$ cat src/design/rst_seq_pkg.sv
// shared constants and types for the reset sequencer
package rst_seq_pkg;

    // stabilization wait: 2^17 main-clock periods
    localparam int unsigned SETTLE_EXP    = 17;
    localparam int unsigned SETTLE_CYCLES = 1 << SETTLE_EXP;

    // least low time of the reset pin, in ns, and its cycle count at 200 MHz
    localparam int unsigned CLK_PERIOD_PS   = 5000;
    localparam int unsigned PIN_LOW_MIN_NS  = 10000;
    localparam int unsigned PIN_LOW_CYCLES  = (PIN_LOW_MIN_NS * 1000 + CLK_PERIOD_PS - 1) / CLK_PERIOD_PS;

    // reset vector location
    localparam logic [15:0] VEC_LO_ADDR = 16'h0000;
    localparam logic [15:0] VEC_HI_ADDR = 16'h0001;

    // after-reset register values
    localparam logic [7:0] PSW_RST       = 8'h02;
    localparam logic [7:0] LATCH_RST     = 8'h00;
    localparam logic [7:0] DIR_RST       = 8'hFF;
    localparam logic [7:0] PULLUP_RST    = 8'h00;
    localparam logic [7:0] CLKCTL_RST    = 8'h04;
    localparam logic [7:0] OSC_SEL_RST   = 8'h04;
    localparam logic [7:0] MEMSIZE_RST   = 8'hCF;
    localparam logic [7:0] PERIPH_RST    = 8'h00;
    localparam logic [7:0] DISP0_RST     = 8'h10;
    localparam logic [7:0] DISP1_RST     = 8'h01;
    localparam logic [7:0] DISP2_RST     = 8'h00;
    localparam logic [7:0] EDGE_RST      = 8'h00;
    localparam logic [7:0] IRQ_REQ_RST   = 8'h00;
    localparam logic [7:0] IRQ_MASK_RST  = 8'hFF;
    localparam logic [7:0] IRQ_PRIO_RST  = 8'hFF;

    typedef enum logic [1:0] {
        ST_RESET,
        ST_SETTLE,
        ST_FETCH_LO,
        ST_RUN
    } seq_state_t;

    // core-facing register image loaded while reset holds
    typedef struct packed {
        logic [7:0] processor_status_word;
        logic [7:0] port_latch;
        logic [7:0] port_direction_0;
        logic [7:0] pullup_option_0;
        logic [7:0] cpu_clock_control;
        logic [7:0] osc_settle_select;
        logic [7:0] memory_size_select;
        logic [7:0] remote_timer_capture_0;
        logic [7:0] remote_timer_mode;
        logic [7:0] timer8_compare_0;
        logic [7:0] timer8_mode_0;
        logic [7:0] watchdog_clock_select;
        logic [7:0] watchdog_mode_reg;
        logic [7:0] converter_mode_reg;
        logic [7:0] analog_channel_select;
        logic [7:0] serial_b_mode;
        logic [7:0] serial_a_shift;
        logic [7:0] serial_a_mode;
        logic [7:0] auto_xfer_control;
        logic [7:0] auto_xfer_interval;
        logic [7:0] display_mode_0;
        logic [7:0] display_mode_1;
        logic [7:0] display_mode_2;
        logic [7:0] rising_edge_enable;
        logic [7:0] falling_edge_enable;
        logic [7:0] irq_request_flags;
        logic [7:0] irq_mask_flags;
        logic [7:0] irq_priority_flags;
    } init_image_t;

    // reset values of the image
    localparam init_image_t INIT_IMAGE = '{
        processor_status_word:  PSW_RST,
        port_latch:             LATCH_RST,
        port_direction_0:       DIR_RST,
        pullup_option_0:        PULLUP_RST,
        cpu_clock_control:      CLKCTL_RST,
        osc_settle_select:      OSC_SEL_RST,
        memory_size_select:     MEMSIZE_RST,
        remote_timer_capture_0: PERIPH_RST,
        remote_timer_mode:      PERIPH_RST,
        timer8_compare_0:       PERIPH_RST,
        timer8_mode_0:          PERIPH_RST,
        watchdog_clock_select:  PERIPH_RST,
        watchdog_mode_reg:      PERIPH_RST,
        converter_mode_reg:     PERIPH_RST,
        analog_channel_select:  PERIPH_RST,
        serial_b_mode:          PERIPH_RST,
        serial_a_shift:         PERIPH_RST,
        serial_a_mode:          PERIPH_RST,
        auto_xfer_control:      PERIPH_RST,
        auto_xfer_interval:     PERIPH_RST,
        display_mode_0:         DISP0_RST,
        display_mode_1:         DISP1_RST,
        display_mode_2:         DISP2_RST,
        rising_edge_enable:     EDGE_RST,
        falling_edge_enable:    EDGE_RST,
        irq_request_flags:      IRQ_REQ_RST,
        irq_mask_flags:         IRQ_MASK_RST,
        irq_priority_flags:     IRQ_PRIO_RST
    };

endpackage

$ cat src/design/pin_sync.sv
// two-stage synchroniser for the reset pin
`timescale 1ns/10ps
module pin_sync
    import rst_seq_pkg::*;
(
    input  wire logic clk_in,
    input  wire logic srst_in,
    input  wire logic async_in,
    output logic      sync_out
);

    logic meta_q;
    logic meta_d;
    logic sync_q;
    logic sync_d;

    // idle level of the pin is high
    always_comb begin
        meta_d = async_in;
        sync_d = meta_q;
    end

    always_ff @(posedge clk_in) begin
        if (srst_in) begin
            meta_q <= 1'b1;
            sync_q <= 1'b1;
        end else begin
            meta_q <= meta_d;
            sync_q <= sync_d;
        end
    end

    assign sync_out = sync_q;

endmodule

$ cat src/design/settle_counter.sv
// oscillation-stabilization interval counter
`timescale 1ns/10ps
module settle_counter
    import rst_seq_pkg::*;
#(
    parameter int unsigned COUNT = SETTLE_CYCLES
)
(
    input  wire logic clk_in,
    input  wire logic srst_in,
    input  wire logic clear_in,
    input  wire logic run_in,
    output logic      done_out
);

    localparam int unsigned W = $clog2(COUNT + 1);

    initial begin
        if (COUNT < 2) $error("settle_counter: COUNT must be at least 2");
    end

    logic [W-1:0] cnt_q;
    logic [W-1:0] cnt_d;
    logic         done_q;
    logic         done_d;

    always_comb begin
        cnt_d  = cnt_q;
        done_d = done_q;
        if (clear_in) begin
            cnt_d  = '0;
            done_d = 1'b0;
        end else if (run_in && !done_q) begin
            cnt_d  = cnt_q + 1'b1;
            done_d = (cnt_q == W'(COUNT - 1));
        end
    end

    always_ff @(posedge clk_in) begin
        if (srst_in) begin
            cnt_q  <= '0;
            done_q <= 1'b0;
        end else begin
            cnt_q  <= cnt_d;
            done_q <= done_d;
        end
    end

    assign done_out = done_q;

endmodule

$ cat src/design/reset_sequencer.sv
// reset sequencer: reset sources, stabilization wait, vector fetch, init image
`timescale 1ns/10ps
module reset_sequencer
    import rst_seq_pkg::*;
#(
    parameter int unsigned SETTLE_COUNT = SETTLE_CYCLES,
    parameter int unsigned PIN_COUNT    = 8
)
(
    // clock and reset
    input  wire logic                 CLK_IN,
    input  wire logic                 SRST_IN,
    // reset sources
    input  wire logic                 RESET_N_IN,
    input  wire logic                 WDT_OVF_IN,
    // stop mode state from the standby controller
    input  wire logic                 STOP_MODE_IN,
    // vector fetch from program memory
    output logic                      VEC_RD_OUT,
    output logic [15:0]               VEC_ADDR_OUT,
    input  wire logic [7:0]           VEC_DATA_IN,
    // core control
    output logic                      CORE_RESET_OUT,
    output logic                      PC_LOAD_OUT,
    output logic [15:0]               PROGRAM_COUNTER_OUT,
    output init_image_t               INIT_IMAGE_OUT,
    output logic                      STOP_HOLD_OUT,
    // pin drive gate, high means pins released to high impedance
    output logic [PIN_COUNT-1:0]      PIN_OE_N_OUT
);

    initial begin
        if (SETTLE_COUNT < 2) $error("reset_sequencer: SETTLE_COUNT must be at least 2");
        if (PIN_COUNT < 1) $error("reset_sequencer: PIN_COUNT must be at least 1");
    end

    //////////////////////////////////////////////////////////////////////
    // reset sources
    logic pin_level;

    pin_sync u_pin_sync (
        .clk_in   (CLK_IN),
        .srst_in  (SRST_IN),
        .async_in (RESET_N_IN),
        .sync_out (pin_level)
    );

    logic any_reset;
    // both sources feed the same sequence
    assign any_reset = !pin_level || WDT_OVF_IN;

    //////////////////////////////////////////////////////////////////////
    // sequence state
    seq_state_t state_q;
    seq_state_t state_d;
    logic [7:0] vec_lo_q;
    logic [7:0] vec_lo_d;
    logic       settle_done;
    logic       settle_clear;

    settle_counter #(
        .COUNT (SETTLE_COUNT)
    ) u_settle (
        .clk_in   (CLK_IN),
        .srst_in  (SRST_IN),
        .clear_in (settle_clear),
        .run_in   (state_q == ST_SETTLE),
        .done_out (settle_done)
    );

    always_comb begin
        state_d      = state_q;
        vec_lo_d     = vec_lo_q;
        settle_clear = 1'b0;
        if (any_reset) begin
            state_d      = ST_RESET;
            settle_clear = 1'b1;
        end else begin
            unique case (state_q)
                ST_RESET: begin
                    // watchdog reset needs no release by software
                    state_d = ST_SETTLE;
                end
                ST_SETTLE: begin
                    if (settle_done) begin
                        state_d = ST_FETCH_LO;
                    end
                end
                ST_FETCH_LO: begin
                    vec_lo_d = VEC_DATA_IN;
                    state_d  = ST_RUN;
                end
                ST_RUN: begin
                    state_d = ST_RUN;
                end
            endcase
        end
    end

    always_ff @(posedge CLK_IN) begin
        if (SRST_IN) begin
            state_q  <= ST_RESET;
            vec_lo_q <= 8'h00;
        end else begin
            state_q  <= state_d;
            vec_lo_q <= vec_lo_d;
        end
    end

    //////////////////////////////////////////////////////////////////////
    // output registers
    logic                 core_rst_q;
    logic                 core_rst_d;
    logic                 pc_load_q;
    logic                 pc_load_d;
    logic [15:0]          pc_q;
    logic [15:0]          pc_d;
    logic                 vec_rd_q;
    logic                 vec_rd_d;
    logic [15:0]          vec_addr_q;
    logic [15:0]          vec_addr_d;
    init_image_t          image_q;
    init_image_t          image_d;
    logic                 stop_hold_q;
    logic                 stop_hold_d;
    logic [PIN_COUNT-1:0] oe_n_q;
    logic [PIN_COUNT-1:0] oe_n_d;
    logic                 in_reset_d;

    always_comb begin
        // core stays held until the cycle in which the program counter is loaded
        in_reset_d  = (state_d != ST_RUN) || (state_q == ST_FETCH_LO);
        core_rst_d  = in_reset_d;
        // pins float from reset entry until execution begins
        oe_n_d      = in_reset_d ? '1 : '0;
        // stop state kept only while a pin or watchdog reset is held
        stop_hold_d = (state_d == ST_RESET) && STOP_MODE_IN;
        // image held at reset values throughout reset; data memory untouched
        image_d     = in_reset_d ? INIT_IMAGE : image_q;
        vec_rd_d    = 1'b0;
        vec_addr_d  = vec_addr_q;
        pc_load_d   = 1'b0;
        pc_d        = pc_q;
        if (state_q == ST_SETTLE && state_d == ST_FETCH_LO) begin
            vec_rd_d   = 1'b1;
            vec_addr_d = VEC_LO_ADDR;
        end else if (state_q == ST_FETCH_LO && state_d == ST_RUN) begin
            vec_rd_d   = 1'b1;
            vec_addr_d = VEC_HI_ADDR;
        end
        if (state_q == ST_RUN && vec_rd_q && !any_reset) begin
            // high byte arrives in the same cycle as its read strobe, one cycle after the low byte
            pc_d      = {VEC_DATA_IN, vec_lo_q};
            pc_load_d = 1'b1;
        end
    end

    always_ff @(posedge CLK_IN) begin
        if (SRST_IN) begin
            core_rst_q  <= 1'b1;
            pc_load_q   <= 1'b0;
            pc_q        <= 16'h0000;
            vec_rd_q    <= 1'b0;
            vec_addr_q  <= 16'h0000;
            image_q     <= INIT_IMAGE;
            stop_hold_q <= 1'b0;
            oe_n_q      <= '1;
        end else begin
            core_rst_q  <= core_rst_d;
            pc_load_q   <= pc_load_d;
            pc_q        <= pc_d;
            vec_rd_q    <= vec_rd_d;
            vec_addr_q  <= vec_addr_d;
            image_q     <= image_d;
            stop_hold_q <= stop_hold_d;
            oe_n_q      <= oe_n_d;
        end
    end

    assign CORE_RESET_OUT      = core_rst_q;
    assign PC_LOAD_OUT         = pc_load_q;
    assign PROGRAM_COUNTER_OUT = pc_q;
    assign VEC_RD_OUT          = vec_rd_q;
    assign VEC_ADDR_OUT        = vec_addr_q;
    assign INIT_IMAGE_OUT      = image_q;
    assign STOP_HOLD_OUT       = stop_hold_q;
    assign PIN_OE_N_OUT        = oe_n_q;

    //////////////////////////////////////////////////////////////////////
    // checks
    chk_wdt_resets: assert property (@(posedge CLK_IN) disable iff (SRST_IN)
        WDT_OVF_IN |=> (CORE_RESET_OUT && state_q == ST_RESET))
        else $error("watchdog overflow did not reset");

    chk_pins_float: assert property (@(posedge CLK_IN) disable iff (SRST_IN)
        CORE_RESET_OUT |-> (PIN_OE_N_OUT == '1))
        else $error("pins driven during reset");

    chk_settle_len: assert property (@(posedge CLK_IN) disable iff (SRST_IN)
        (state_q == ST_SETTLE && u_settle.cnt_q == '0 && !any_reset) |-> !settle_done)
        else $error("stabilization ended early");

    chk_vec_order: assert property (@(posedge CLK_IN) disable iff (SRST_IN)
        (VEC_RD_OUT && VEC_ADDR_OUT == VEC_LO_ADDR && !any_reset)
        |=> (VEC_RD_OUT && VEC_ADDR_OUT == VEC_HI_ADDR))
        else $error("vector bytes out of order");

    chk_pc_load: assert property (@(posedge CLK_IN) disable iff (SRST_IN)
        (VEC_RD_OUT && VEC_ADDR_OUT == VEC_HI_ADDR && state_q == ST_RUN && !any_reset)
        |=> (PC_LOAD_OUT && PROGRAM_COUNTER_OUT == {$past(VEC_DATA_IN), vec_lo_q}))
        else $error("program counter not loaded from vector");

    chk_image_psw: assert property (@(posedge CLK_IN) disable iff (SRST_IN)
        CORE_RESET_OUT |-> (INIT_IMAGE_OUT.processor_status_word == PSW_RST))
        else $error("status word wrong in reset");

    chk_image_ports: assert property (@(posedge CLK_IN) disable iff (SRST_IN)
        CORE_RESET_OUT |-> (INIT_IMAGE_OUT.port_direction_0 == DIR_RST && INIT_IMAGE_OUT.irq_mask_flags == IRQ_MASK_RST))
        else $error("port or mask image wrong in reset");

    chk_image_misc: assert property (@(posedge CLK_IN) disable iff (SRST_IN)
        CORE_RESET_OUT |-> (INIT_IMAGE_OUT.memory_size_select == MEMSIZE_RST
            && INIT_IMAGE_OUT.osc_settle_select == OSC_SEL_RST && INIT_IMAGE_OUT.display_mode_0 == DISP0_RST))
        else $error("control image wrong in reset");

    chk_stop_hold: assert property (@(posedge CLK_IN) disable iff (SRST_IN)
        STOP_HOLD_OUT |-> (CORE_RESET_OUT && PIN_OE_N_OUT == '1))
        else $error("stop hold outside reset");

    chk_pin_reset: assert property (@(posedge CLK_IN) disable iff (SRST_IN)
        !pin_level |=> (CORE_RESET_OUT && state_q == ST_RESET))
        else $error("pin low did not reset");

    chk_stop_kept: assert property (@(posedge CLK_IN) disable iff (SRST_IN)
        (STOP_MODE_IN && !pin_level) |=> STOP_HOLD_OUT)
        else $error("stop state not kept during pin reset");

    chk_release_load: assert property (@(posedge CLK_IN) disable iff (SRST_IN)
        $fell(CORE_RESET_OUT) |-> PC_LOAD_OUT)
        else $error("core released without program counter load");

    chk_pc_stable: assert property (@(posedge CLK_IN) disable iff (SRST_IN)
        !PC_LOAD_OUT |-> $stable(PROGRAM_COUNTER_OUT))
        else $error("program counter changed without load");

    chk_vec_single: assert property (@(posedge CLK_IN) disable iff (SRST_IN)
        (VEC_RD_OUT && VEC_ADDR_OUT == VEC_HI_ADDR) |=> !VEC_RD_OUT)
        else $error("extra vector read");

    chk_wait_held: assert property (@(posedge CLK_IN) disable iff (SRST_IN)
        (state_q == ST_SETTLE || state_q == ST_FETCH_LO) |-> (CORE_RESET_OUT && PIN_OE_N_OUT == '1))
        else $error("core or pins released during wait");

    chk_image_timers: assert property (@(posedge CLK_IN) disable iff (SRST_IN)
        CORE_RESET_OUT |-> ((INIT_IMAGE_OUT.remote_timer_capture_0 | INIT_IMAGE_OUT.remote_timer_mode
            | INIT_IMAGE_OUT.timer8_compare_0 | INIT_IMAGE_OUT.timer8_mode_0 | INIT_IMAGE_OUT.watchdog_clock_select
            | INIT_IMAGE_OUT.watchdog_mode_reg | INIT_IMAGE_OUT.converter_mode_reg
            | INIT_IMAGE_OUT.analog_channel_select | INIT_IMAGE_OUT.serial_b_mode | INIT_IMAGE_OUT.serial_a_shift
            | INIT_IMAGE_OUT.serial_a_mode | INIT_IMAGE_OUT.auto_xfer_control
            | INIT_IMAGE_OUT.auto_xfer_interval) == PERIPH_RST))
        else $error("peripheral image not cleared in reset");

    chk_image_irq: assert property (@(posedge CLK_IN) disable iff (SRST_IN)
        CORE_RESET_OUT |-> ((INIT_IMAGE_OUT.rising_edge_enable | INIT_IMAGE_OUT.falling_edge_enable) == EDGE_RST
            && INIT_IMAGE_OUT.irq_request_flags == IRQ_REQ_RST && INIT_IMAGE_OUT.irq_priority_flags == IRQ_PRIO_RST
            && INIT_IMAGE_OUT.port_latch == LATCH_RST && INIT_IMAGE_OUT.pullup_option_0 == PULLUP_RST))
        else $error("edge, flag or port image wrong in reset");

    //////////////////////////////////////////////////////////////////////
    // settle length monitor, counts cycles spent in the wait
    logic [31:0] settle_seen_q;
    logic [31:0] settle_seen_d;

    always_comb begin
        settle_seen_d = settle_seen_q;
        if (state_q != ST_SETTLE) begin
            settle_seen_d = 32'h0000_0000;
        end else if (settle_seen_q != 32'hFFFF_FFFF) begin
            settle_seen_d = settle_seen_q + 32'h0000_0001;
        end
    end

    always_ff @(posedge CLK_IN) begin
        if (SRST_IN) begin
            settle_seen_q <= 32'h0000_0000;
        end else begin
            settle_seen_q <= settle_seen_d;
        end
    end

    chk_settle_min: assert property (@(posedge CLK_IN) disable iff (SRST_IN)
        (state_q == ST_FETCH_LO) |-> (settle_seen_q >= SETTLE_COUNT))
        else $error("stabilization shorter than its count");

endmodule

$ cat config.mk
export PLATFORM = sky130hd
export DESIGN_NAME = reset_sequencer
export DESIGN_NICKNAME = d
export VERILOG_FILES = /design/src/design/rst_seq_pkg.sv /design/src/design/pin_sync.sv /design/src/design/settle_counter.sv /design/src/design/reset_sequencer.sv
export SDC_FILE = /design/constraint.sdc
export NUM_CORES = 1
export LEC_CHECK = 0
export ABC_AREA = 1
export BUFFER_PORTS_ARGS = -buffer_cell sky130_fd_sc_hd__buf_4
export CAP_MARGIN = 10
export CORE_AREA = 2 2 110 112
export DETAILED_ROUTE_END_ITERATION = 8
export DIE_AREA = 0 0 112 114
export GPL_ROUTABILITY_DRIVEN = 1
export GPL_TIMING_DRIVEN = 1
export PLACE_DENSITY = 0.75
export SLEW_MARGIN = 5
export SYNTH_ARGS = -nofsm -noshare
export SYNTH_HDL_FRONTEND = slang
export SYNTH_HIERARCHICAL = 1
export SYNTH_SLANG_ARGS = --single-unit
$ cat constraint.sdc
create_clock -name CLK_IN -period 1.7 [get_ports CLK_IN]
set_input_delay 0.34 -clock CLK_IN [delete_from_list [all_inputs] [get_ports CLK_IN]]
set_output_delay 0.34 -clock CLK_IN [all_outputs]
set_load 0.1 [all_outputs]
# Word-level counts from Yosys, hierarchy flattened
# Cells that the tools add are included.
[classes]
add_sub_neg = 1
n_eq_ne = 7
n_mux = 8
bitwise_logic = 1
reduce_logical = 17
[op_table]
columns = ["operator", "n"]
rows = [
  ["$add A18 B1 Y18 const B", 1],
  ["$eq A18 B17 Y1 const B", 1],
  ["$eq A2 B2 Y1 const B", 4],
  ["$mux W8", 1],
  ["$logic_and A1 B1 Y1", 6],
  ["$pmux W2 S3", 1],
  ["$reduce_or A2 Y1", 3],
  ["$logic_not A2 Y1", 2],
  ["$mux W1", 4],
  ["$mux W2", 2],
  ["$logic_not A1 Y1", 3],
  ["$eq A2 B1 Y1 const B", 1],
  ["$logic_or A1 B1 Y1", 2],
  ["$ne A2 B2 Y1 const B", 1],
  ["$reduce_and A2 Y1", 1],
  ["$not A1 Y1", 1],
]
[word_totals]
register_bits = 60
input_bits = 13
out_inout_bits = 268
word_cells = 47

# Logic depth before layout (Yosys ltp)
# Gate-level depths: netlist (run 1).
[logic_depth]
depth_word = 8
mapped_depth = 9

# By module
# The synthesis (run 1) kept the hierarchy.
[by_module_without_submodules]
columns = ["module", "n_inst", "cells_per_inst", "area_per_inst_um2", "seq_area_each_um2"]
rows = [
  ["reset_sequencer", 1, 428, 3124.2, 620.6],
  ["settle_counter", 1, 147, 1021.0, 380.4],
  ["pin_sync", 1, 7, 58.8, 40.0],
]

# Least setup slack after synthesis (run 1)
# OpenSTA, ideal clock, no wires.
[synth_path]
path_kind = "register to output"
start = "reg PIN_OE_N_OUT[6] (netlist name)"
end = "out PIN_OE_N_OUT[0]"
arrival_time_ps = 1482
slack_ps = -122
path_stages_with_launch = 2
n_path_buf = 1
cell_sequence = "dfxtp_1 -> buf_4"
[synth_lines]
columns = ["item", "line", "rtl"]
rows = [
  ["to (decl)", "reset_sequencer.sv:29", "output logic [PIN_COUNT-1:0] PIN_OE_N_OUT"],
]

# Worst setup path in the final report (run 1)
[layout_path]
start = "reg state_q[0]"
end = "reg u_settle.cnt_q[8]"
[layout_via]
elab_chain_cells = 2
[layout_lines]
columns = ["item", "line", "rtl"]
rows = [
  ["from (decl)", "reset_sequencer.sv:54", "seq_state_t state_q;"],
  ["from (signal assigned)", "reset_sequencer.sv:105", "state_q <= state_d;"],
  ["$eq A2 B1 Y1", "reset_sequencer.sv:67", ".run_in (state_q == ST_SETTLE),"],
  ["$logic_and A1 B1 Y1", "settle_counter.sv:33", "end else if (run_in && !done_q) begin"],
  ["to (signal assigned)", "settle_counter.sv:44", "cnt_q <= cnt_d;"],
  ["to (decl)", "settle_counter.sv:22", "logic [W-1:0] cnt_q;"],
]
# Every way passes these cells.
# A chain may end at the register's enable or synchronous reset.

==> report_table.html, run 1 <==
<table>
<tr><th>Metric</th><th>Value</th></tr>
<tr><th colspan="2">Status</th></tr>
<tr><td>Outcome</td><td>finished clean</td></tr>
<tr><th colspan="2">Cells and area</th></tr>
<tr><td>Most used cells in the layout excluding fill and tap cells</td><td>sky130_fd_sc_hd__conb_1, sky130_fd_sc_hd__nor2_1, sky130_fd_sc_hd__nand2_1</td></tr>
<tr><td>Share of post-route cells with drive strength above 1</td><td>0.123</td></tr>
<tr><td>Number of filler cells placed in the layout</td><td>between 1000 and 1500</td></tr>
<tr><td>Number of diodes added for antenna fixing</td><td>0</td></tr>
<tr><td>Leading cell type in the layout, fill and taps excluded</td><td>sky130_fd_sc_hd__conb_1</td></tr>
<tr><td>Total Nets Final</td><td>630</td></tr>
<tr><td>Growth of design area from synthesis to finish</td><td>-8.13%</td></tr>
<tr><th colspan="2">Timing</th></tr>
<tr><td>Timing-limited maximum frequency</td><td>between 0.7 and 0.8 GHz</td></tr>
<tr><td>Skew final</td><td>0.00553 ns</td></tr>
<tr><td>Final number of hold-violating endpoints</td><td>0</td></tr>
<tr><td>Setup Viol. Count Final</td><td>0</td></tr>
<tr><td>Final worst slack</td><td>between 0.2 and 0.3 ns</td></tr>
<tr><td>Period utilisation layout</td><td>0.839</td></tr>
<tr><td>Accumulated negative setup slack</td><td>0 ns</td></tr>
<tr><td>Min Clock Period, post-route</td><td>1.43 ns</td></tr>
<tr><td>Unrepaired setup endpoints after global routing</td><td>false</td></tr>
<tr><td>Final Max Slew Viols</td><td>0</td></tr>
<tr><th colspan="2">Detailed routing</th></tr>
<tr><td>Overall routed net length</td><td>around 6.2 mm</td></tr>
<tr><td>Detail-routed via count per cell</td><td>roughly 3.5</td></tr>
<tr><td>Drt wl/cell</td><td>a little over 8 um</td></tr>
<tr><td>DRT iter0 DRCs</td><td>roughly 170</td></tr>
<tr><td>Via total after detailed routing</td><td>roughly 2700</td></tr>
<tr><td>DRC Markers</td><td>0</td></tr>
<tr><td>Residual antenna-violating net count after detailed routing</td><td>0</td></tr>
<tr><td>First-pass DRT Iterations</td><td>4</td></tr>
<tr><th colspan="2">Die</th></tr>
<tr><td>Number of placed I/O pins</td><td>between 200 and 300</td></tr>
<tr><td>Overall die width</td><td>between 100 and 150 um</td></tr>
<tr><td>Die extent in y</td><td>~110 um</td></tr>
<tr><td>Area of the core</td><td>about 12000 um2</td></tr>
<tr><td>Num rows</td><td>40</td></tr>
<tr><td>Effective utilization at floorplan</td><td>0.359</td></tr>
<tr><td>Die outline area</td><td>roughly 13000 um2</td></tr>
<tr><th colspan="2">Global route</th></tr>
<tr><td>Largest net degree at the start of global routing</td><td>28</td></tr>
<tr><td>Number of global-route vias before repair</td><td>between 1500 and 2000</td></tr>
<tr><td>Total grt overflow</td><td>0</td></tr>
<tr><td>First-pass GRT wire length</td><td>approximately 9.3 mm</td></tr>
<tr><td>Initial antenna violation count</td><td>0</td></tr>
<tr><td>Overall track demand over capacity in global routing</td><td>0.0877</td></tr>
<tr><th colspan="2">Logic synthesis</th></tr>
<tr><td>Main area contributors after synthesis</td><td>sky130_fd_sc_hd__buf_4, sky130_fd_sc_hd__dfxtp_1, sky130_fd_sc_hd__nor2_1, sky130_fd_sc_hd__nand2_1, sky130_fd_sc_hd__nand3_1</td></tr>
<tr><td>Post-synth design cell area</td><td>approximately 4200 um2</td></tr>
<tr><td>Portion of the post-synthesis area used by sequential elements</td><td>0.248</td></tr>
<tr><td>Ys Warns</td><td>6</td></tr>
<tr><td>Mapped Avg Cell Area</td><td>7.22 um2</td></tr>
<tr><td>Mapped Cells</td><td>582</td></tr>
<tr><td>Share of the synthesized area in the top cell type</td><td>0.446</td></tr>
<tr><td>Area leader, netlist</td><td>sky130_fd_sc_hd__buf_4</td></tr>
<tr><td>Number of synthesized register bits</td><td>52</td></tr>
<tr><td>Number of distinct library cells after synthesis</td><td>28</td></tr>
<tr><th colspan="2">Pwr</th></tr>
<tr><td>Proportion of power drawn by combinational gates</td><td>0.520</td></tr>
<tr><td>Internal Dissipation</td><td>1.82 mW</td></tr>
<tr><td>Net switching component of the power</td><td>approximately 2.8 mW</td></tr>
<tr><td>Leakage power</td><td>1.94 nW</td></tr>
<tr><td>Clk network pwr share</td><td>0.215</td></tr>
<tr><td>Total Power Consumption</td><td>roughly 4.6 mW</td></tr>
<tr><td>Sequential Power Share</td><td>0.265</td></tr>
<tr><td>Switching Share</td><td>0.608</td></tr>
<tr><td>Max VDD drop</td><td>around 0.0006 V</td></tr>
<tr><td>Pwr/cell area</td><td>about 1200 nW/um2</td></tr>
<tr><th colspan="2">Placement</th></tr>
<tr><td>Placement-stage worst setup slack</td><td>about 0.22 ns</td></tr>
<tr><td>Placer's final routability congestion estimate</td><td>around 0.85</td></tr>
<tr><td>Count of buffers inserted at the top-level ports</td><td>41</td></tr>
<tr><td>Detailed placement HPWL</td><td>~4.9 mm</td></tr>
<tr><th colspan="2">Critical path</th></tr>
<tr><td>Source of the worst register-to-register timing path</td><td>state_q[0]</td></tr>
<tr><td>Worst-path cell chain</td><td>inv_1, nor2_2, nand2_4, nor2_4, nand2_1, o21bai_1, inv_1, nor2_1</td></tr>
<tr><td>Worst setup path start</td><td>state_q[0]</td></tr>
<tr><td>CP Launch Type</td><td>flop</td></tr>
<tr><td>Critical path capture point type</td><td>flop</td></tr>
<tr><td>Data arrival time of the critical path</td><td>1.66 ns</td></tr>
<tr><td>End of the critical path</td><td>u_settle/cnt_q[8]</td></tr>
<tr><td>Cell family with the largest share of critical-path delay</td><td>simple AND/OR/NAND/NOR gates</td></tr>
<tr><td>Crit path buffers/inverters</td><td>2</td></tr>
<tr><td>Most numerous cell on the critical path</td><td>sky130_fd_sc_hd__inv_1</td></tr>
<tr><td>Worst setup path category</td><td>reg -&gt; reg</td></tr>
<tr><td>Setup slack of the most critical reg-to-reg path</td><td>0.27 ns</td></tr>
<tr><td>Delay of the slowest cell on the worst path</td><td>0.42 ns</td></tr>
<tr><td>Largest fanout on the critical path</td><td>8</td></tr>
<tr><td>Total number of cells along the worst setup path</td><td>8</td></tr>
<tr><td>Cell at the slowest stage of the critical path</td><td>sky130_fd_sc_hd__dfxtp_1</td></tr>
<tr><td>CP required</td><td>slightly below 2 ns</td></tr>
<tr><td>End of the worst register-to-register path</td><td>u_settle/cnt_q[8]</td></tr>
<tr><td>Cell depth of the worst flop-to-flop path</td><td>8</td></tr>
<tr><th colspan="2">Clock network</th></tr>
<tr><td>H-Tree Level Count</td><td>2</td></tr>
<tr><td>Total CTS buffers</td><td>5</td></tr>
<tr><td>Clock edge transition at the registers on the reported setup and hold paths</td><td>about 0.07 ns</td></tr>
<tr><td>CTS tree</td><td>yes</td></tr>
<tr><td>Clock insertion delay at the later pin of the skew report</td><td>just under 0.3 ns</td></tr>
<tr><td>Setup Buffers After CTS</td><td>0</td></tr>
<tr><td>Maximum number of buffers from clock root to sink</td><td>2</td></tr>
<tr><td>TritonCTS sink count</td><td>between 50 and 60</td></tr>
<tr><td>Library cell used as clock root buffer</td><td>sky130_fd_sc_hd__clkbuf_16</td></tr>
<tr><th colspan="2">Job</th></tr>
<tr><td>Maximum Capacitance Violations</td><td>0</td></tr>
<tr><th colspan="2">Worst hold path</th></tr>
<tr><td>Path category of the worst min-delay check</td><td>in -&gt; reg</td></tr>
</table>
power by group through the flow:
stage          registers [mW]  clock network, mW  logic [mW]
6_report                 1.23              0.998        2.41
5_1_grt                  1.23               1.08        2.45
4_1_cts                  1.23               1.03        2.40
3_5_place_dp             1.26                  0        2.40
3_3_place_gp             1.26                  0        2.40
2_1_floorplan            1.26                  0        2.78
sequential cells by signal, indices dropped and copies added (netlist names):
name / cells
u_settle/cnt_q: 18
PROGRAM_COUNTER_OUT: 16
vec_lo_q: 8
state_q: 2
PC_LOAD_OUT: 1
PIN_OE_N_OUT: 1
STOP_HOLD_OUT: 1
VEC_ADDR_OUT: 1
VEC_RD_OUT: 1
u_pin_sync/meta_q: 1
u_pin_sync/sync_out: 1
u_settle/done_out: 1
through the flow:
step / utilization / instances / cell area, um2 / hold WS (ns)
floorplan: - / 819 / 5100 / 0.387
global placement: 0.317 / 756 / 3710 / 0.391
detailed placement: 0.317 / 756 / 3710 / 0.397
CTS: 0.329 / 764 / 3850 / 0.213
global route: 0.330 / 764 / 3860 / 0.234
finish: 0.330 / 764 / 3860 / 0.215
worst min path at each step:
stage                                 start                  end  slack (ns)  cells past startpoint
after global routing             RESET_N_IN    u_pin_sync/meta_q        0.23                      3
after CTS                        RESET_N_IN    u_pin_sync/meta_q        0.21                      3
after global placement    u_pin_sync/meta_q  u_pin_sync/sync_out        0.39                      2
after detailed placement  u_pin_sync/meta_q  u_pin_sync/sync_out        0.40                      2
final                            RESET_N_IN    u_pin_sync/meta_q        0.22                      3
after floorplan           u_pin_sync/meta_q  u_pin_sync/sync_out        0.39                      2
area by class of cell:
class / count / area, um2 / share of cell area
multi-input cells: 468 / 1990 / 0.515
clock inverters: 2 / 16.3 / 0.00421
flip-flops and latches: 52 / 1040 / 0.270
clock buffers: 6 / 129 / 0.0334
inverters: 45 / 169 / 0.0437
repair buffers: 44 / 330 / 0.0855
well taps: 147 / 184 / 0.0476
worst reg2reg max path, cell delays in order (launching register included):
cell                       delay (ns)
sky130_fd_sc_hd__dfxtp_1         0.42
sky130_fd_sc_hd__inv_1           0.09
sky130_fd_sc_hd__nor2_2          0.17
sky130_fd_sc_hd__nand2_4         0.12
sky130_fd_sc_hd__nor2_4          0.16
sky130_fd_sc_hd__nand2_1         0.11
sky130_fd_sc_hd__o21bai_1        0.16
sky130_fd_sc_hd__inv_1           0.06
sky130_fd_sc_hd__nor2_1          0.08
metal layers:
| metal | wire length [um] | GRT usage | up-vias |
|---|---|---|---|
| met5 | 0 | 0 | - |
| met4 | 112 | 0.0431 | 0 |
| met3 | 618 | 0.0138 | 5 |
| met2 | 3060 | 0.157 | 175 |
| met1 | 2430 | 0.103 | 1150 |
| li1 | - | - | 1357 |
Yosys cell counts, drive strengths merged:
cell type  instances
inv               44
xor2               2
and2               1
buf              252
dfxtp             52
and3               1
conb               2
nor2              97
clkinv             1
nor3b              2
a211oi             2
nor3               3
ha                 1
clkbuf             2
nand4              6
o21bai             3
a21oi              7
nand3             35
o21ai              6
nand2             63
kinds of logic (layout without fill, tap and decap cells):
group	Yosys count	in the layout	share of synthesized area
flops	52	52	0.248
simple gates	208	208	0.227
xor+xnor	2	2	0.00417
buf+inv	299	97	0.492
other cells	2	239	0.00179
compound gates	18	18	0.0244
fa+ha+maj	1	1	0.00298
timing repair:
item,4_1_cts,5_1_grt
setup endpoints to repair,0,2
resized for setup,0,2
hold buffers,0,0
(Power assumes the default switching activity.)
==> run 2, diff against run 1 <==
--- a/config.mk
+++ b/config.mk
@@ -13,7 +13,7 @@
 export DIE_AREA = 0 0 112 114
 export GPL_ROUTABILITY_DRIVEN = 1
 export GPL_TIMING_DRIVEN = 1
-export PLACE_DENSITY = 0.75
+export PLACE_DENSITY = 0.78
 export SLEW_MARGIN = 5
 export SYNTH_ARGS = -nofsm -noshare
 export SYNTH_HDL_FRONTEND = slang
==> constraint.sdc (replaced) <==
create_clock -name CLK_IN -period 1.2 [get_ports CLK_IN]
set_input_delay 0.24 -clock CLK_IN [delete_from_list [all_inputs] [get_ports CLK_IN]]
set_output_delay 0.24 -clock CLK_IN [all_outputs]
set_load 0.1 [all_outputs]
==> report_table.html, run 2 (same netlist as run 1, synthesis figures left out) <==
<table>
<tr><th>Metric</th><th>Value</th></tr>
<tr><th colspan="2">Cells and area</th></tr>
<tr><td>Flip-flop count of the largest register, all copies and words added</td><td>18</td></tr>
<tr><td>Growth of design area from synthesis to finish</td><td>2.68%</td></tr>
<tr><td>Final Util</td><td>0.369</td></tr>
<tr><td>Most used cells in the layout excluding fill and tap cells</td><td>sky130_fd_sc_hd__conb_1, sky130_fd_sc_hd__nor2_1, sky130_fd_sc_hd__nand2_1</td></tr>
<tr><td>Total non-filler cell area in the finished layout</td><td>about 4300 um2</td></tr>
<tr><td>Share of post-route cells with drive strength above 1</td><td>0.197</td></tr>
<tr><td>Register with the highest flop count</td><td>u_settle/cnt_q</td></tr>
<tr><td>Number of diodes added for antenna fixing</td><td>0</td></tr>
<tr><td>Total Nets Final</td><td>roughly 650</td></tr>
<tr><td>Leading cell type in the layout, fill and taps excluded</td><td>sky130_fd_sc_hd__conb_1</td></tr>
<tr><th colspan="2">Detailed routing</th></tr>
<tr><td>Overall routed net length</td><td>between 6 and 7 mm</td></tr>
<tr><td>Via total after detailed routing</td><td>around 2900</td></tr>
<tr><td>First-pass DRT Iterations</td><td>4</td></tr>
<tr><td>Drt wl/cell</td><td>between 8 and 9 um</td></tr>
<tr><td>DRC Markers</td><td>0</td></tr>
<tr><td>DRT iter0 DRCs</td><td>112</td></tr>
<tr><td>Detail-routed via count per cell</td><td>between 3 and 4</td></tr>
<tr><td>Residual antenna-violating net count after detailed routing</td><td>0</td></tr>
<tr><th colspan="2">Global route</th></tr>
<tr><td>First-pass GRT wire length</td><td>roughly 10 mm</td></tr>
<tr><td>Total grt overflow</td><td>0</td></tr>
<tr><td>Overall track demand over capacity in global routing</td><td>0.0951</td></tr>
<tr><td>Number of global-route vias before repair</td><td>2134</td></tr>
<tr><td>Largest net degree at the start of global routing</td><td>28</td></tr>
<tr><td>Initial antenna violation count</td><td>0</td></tr>
<tr><th colspan="2">Placement</th></tr>
<tr><td>Placer's final routability congestion estimate</td><td>0.879</td></tr>
<tr><td>Count of buffers inserted at the top-level ports</td><td>41</td></tr>
<tr><td>Placement-stage worst setup slack</td><td>-0.0626 ns</td></tr>
<tr><td>Placed cell areas</td><td>3860 um2</td></tr>
<tr><td>Detailed placement HPWL</td><td>between 5 and 6 mm</td></tr>
<tr><th colspan="2">Critical path</th></tr>
<tr><td>Setup slack of the most critical reg-to-reg path</td><td>-0.02 ns</td></tr>
<tr><td>Delay of the slowest cell on the worst path</td><td>between 0.3 and 0.4 ns</td></tr>
<tr><td>Worst-path cell chain</td><td>buf_8, buf_12</td></tr>
<tr><td>CP Launch Type</td><td>flop</td></tr>
<tr><td>Cell at the slowest stage of the critical path</td><td>sky130_fd_sc_hd__dfxtp_4</td></tr>
<tr><td>End of the critical path</td><td>PIN_OE_N_OUT[1]</td></tr>
<tr><td>CP required</td><td>0.96 ns</td></tr>
<tr><td>Total number of cells along the worst setup path</td><td>2</td></tr>
<tr><td>Cell depth of the worst flop-to-flop path</td><td>7</td></tr>
<tr><td>Critical path capture point type</td><td>output pin</td></tr>
<tr><td>Largest fanout on the critical path</td><td>4</td></tr>
<tr><td>Worst setup path start</td><td>PIN_OE_N_OUT[6]</td></tr>
<tr><td>Data arrival time of the critical path</td><td>around 0.98 ns</td></tr>
<tr><td>Source of the worst register-to-register timing path</td><td>state_q[0]</td></tr>
<tr><td>Cell family with the largest share of critical-path delay</td><td>flip-flops</td></tr>
<tr><td>Worst setup path category</td><td>reg -&gt; out</td></tr>
<tr><td>End of the worst register-to-register path</td><td>u_settle/cnt_q[14]</td></tr>
<tr><td>Crit path buffers/inverters</td><td>2</td></tr>
<tr><th colspan="2">Timing</th></tr>
<tr><td>Timing-limited maximum frequency</td><td>roughly 0.82 GHz</td></tr>
<tr><td>Min Clock Period, post-route</td><td>~1.2 ns</td></tr>
<tr><td>Final number of hold-violating endpoints</td><td>0</td></tr>
<tr><td>Fin Hold WS</td><td>between 0.1 and 0.15 ns</td></tr>
<tr><td>Final worst slack</td><td>-0.0206 ns</td></tr>
<tr><td>Setup Viol. Count Final</td><td>14</td></tr>
<tr><td>Unrepaired setup endpoints after global routing</td><td>true</td></tr>
<tr><td>Final Max Slew Viols</td><td>0</td></tr>
<tr><td>Period utilisation layout</td><td>1.02</td></tr>
<tr><td>Skew final</td><td>0.00438 ns</td></tr>
<tr><th colspan="2">Status</th></tr>
<tr><td>Outcome</td><td>finished, violations left</td></tr>
<tr><td>Violated checks</td><td>setup timing</td></tr>
<tr><th colspan="2">Pwr</th></tr>
<tr><td>Leakage power</td><td>between 2 and 2.5 nW</td></tr>
<tr><td>Total Power Consumption</td><td>roughly 6.7 mW</td></tr>
<tr><td>Pwr/cell area</td><td>between 1500 and 2000 nW/um2</td></tr>
<tr><td>Max VDD drop</td><td>a little under 0.0008 V</td></tr>
<tr><th colspan="2">Die</th></tr>
<tr><td>Area of the core</td><td>roughly 12000 um2</td></tr>
<tr><td>Num rows</td><td>40</td></tr>
<tr><td>Die outline area</td><td>roughly 13000 um2</td></tr>
<tr><td>Overall die width</td><td>112 um</td></tr>
<tr><td>Die extent in y</td><td>around 110 um</td></tr>
<tr><td>Effective utilization at floorplan</td><td>0.359</td></tr>
<tr><td>Number of placed I/O pins</td><td>around 280</td></tr>
<tr><th colspan="2">Clock network</th></tr>
<tr><td>H-Tree Level Count</td><td>2</td></tr>
<tr><td>Maximum number of buffers from clock root to sink</td><td>2</td></tr>
<tr><td>CTS tree</td><td>yes</td></tr>
<tr><td>Total of hold buffers inserted after clock tree synthesis</td><td>0</td></tr>
<tr><td>Library cell used as clock root buffer</td><td>sky130_fd_sc_hd__clkbuf_16</td></tr>
<tr><td>Clock edge transition at the registers on the reported setup and hold paths</td><td>0.07 ns</td></tr>
<tr><td>Total CTS buffers</td><td>5</td></tr>
<tr><td>Clock insertion delay at the later pin of the skew report</td><td>~0.29 ns</td></tr>
<tr><td>TritonCTS sink count</td><td>52</td></tr>
<tr><th colspan="2">Worst hold path</th></tr>
<tr><td>Path category of the worst min-delay check</td><td>in -&gt; reg</td></tr>
<tr><th colspan="2">Job</th></tr>
<tr><td>Maximum Capacitance Violations</td><td>0</td></tr>
</table>
[run 2: changes by cell type in the layout (fill, tap and decap cells not counted), sizes merged]
| cell | previous run | this run |
|---|---|---|
| clkinvlp | 1 | 2 |
| buf | 44 | 63 |
| clkinv | 2 | 1 |
[run 2: worst min-delay path by stage]
stage	from	end	slack, ns	cells past startpoint
after floorplan	SRST_IN	VEC_RD_OUT	0.30	1
after CTS	RESET_N_IN	u_pin_sync/meta_q	0.12	3
final	RESET_N_IN	u_pin_sync/meta_q	0.12	3
after detailed placement	u_pin_sync/meta_q	u_pin_sync/sync_out	0.41	2
after global placement	u_pin_sync/meta_q	u_pin_sync/sync_out	0.40	2
after global routing	RESET_N_IN	u_pin_sync/meta_q	0.14	3
[run 2: tightest hold or removal path, stage by stage]
cell and delay [ns]:
sky130_fd_sc_hd__buf_4 0.08, sky130_fd_sc_hd__inv_1 0.03, sky130_fd_sc_hd__nand2_1 0.04
[run 2: per-stage QoR]
step / std cells / setup TNS (ns)
6_report: 783 / -0.209
5_1_grt: 783 / -1.61
4_1_cts: 781 / -0.314
3_5_place_dp: 768 / -0.345
3_3_place_gp: 768 / -0.0286
2_1_floorplan: 819 / -0.124
[run 2: routing by layer]
metal	vias to the layer above	global-route usage	part of all wire
met2	177	0.171	0.51
met4	0	0.0431	0.016
met5	-	0	0
met3	8	0.0143	0.099
li1	1401	-	-
met1	1285	0.113	0.37
[run 2: what timing repair did]
action / 4_1_cts / 5_1_grt
setup endpoints to repair: 24 / 30
pin swaps: 9 / 12
cloned: 0 / 0
resized for setup: 46 / 17
setup buffers: 5 / 2
[run 2: layout make-up]
| cell class | instances | area [um2] |
|---|---|---|
| Fill cell | 1191 | 7390 |
| Multi-Input combinational cell | 468 | 2080 |
| Sequential cell | 52 | 1070 |
| Timing Repair Buffer | 63 | 666 |
| Tap cell | 147 | 184 |
| Inverter | 45 | 169 |
| Clock buffer | 6 | 139 |
| Clock inverter | 2 | 15.0 |
[run 2: report_power, final]
part	switching, mW	internal [mW]
clock network	0.655	0.831
logic	3.37	0.0912
registers	0.00524	1.73
total	4.03	2.65
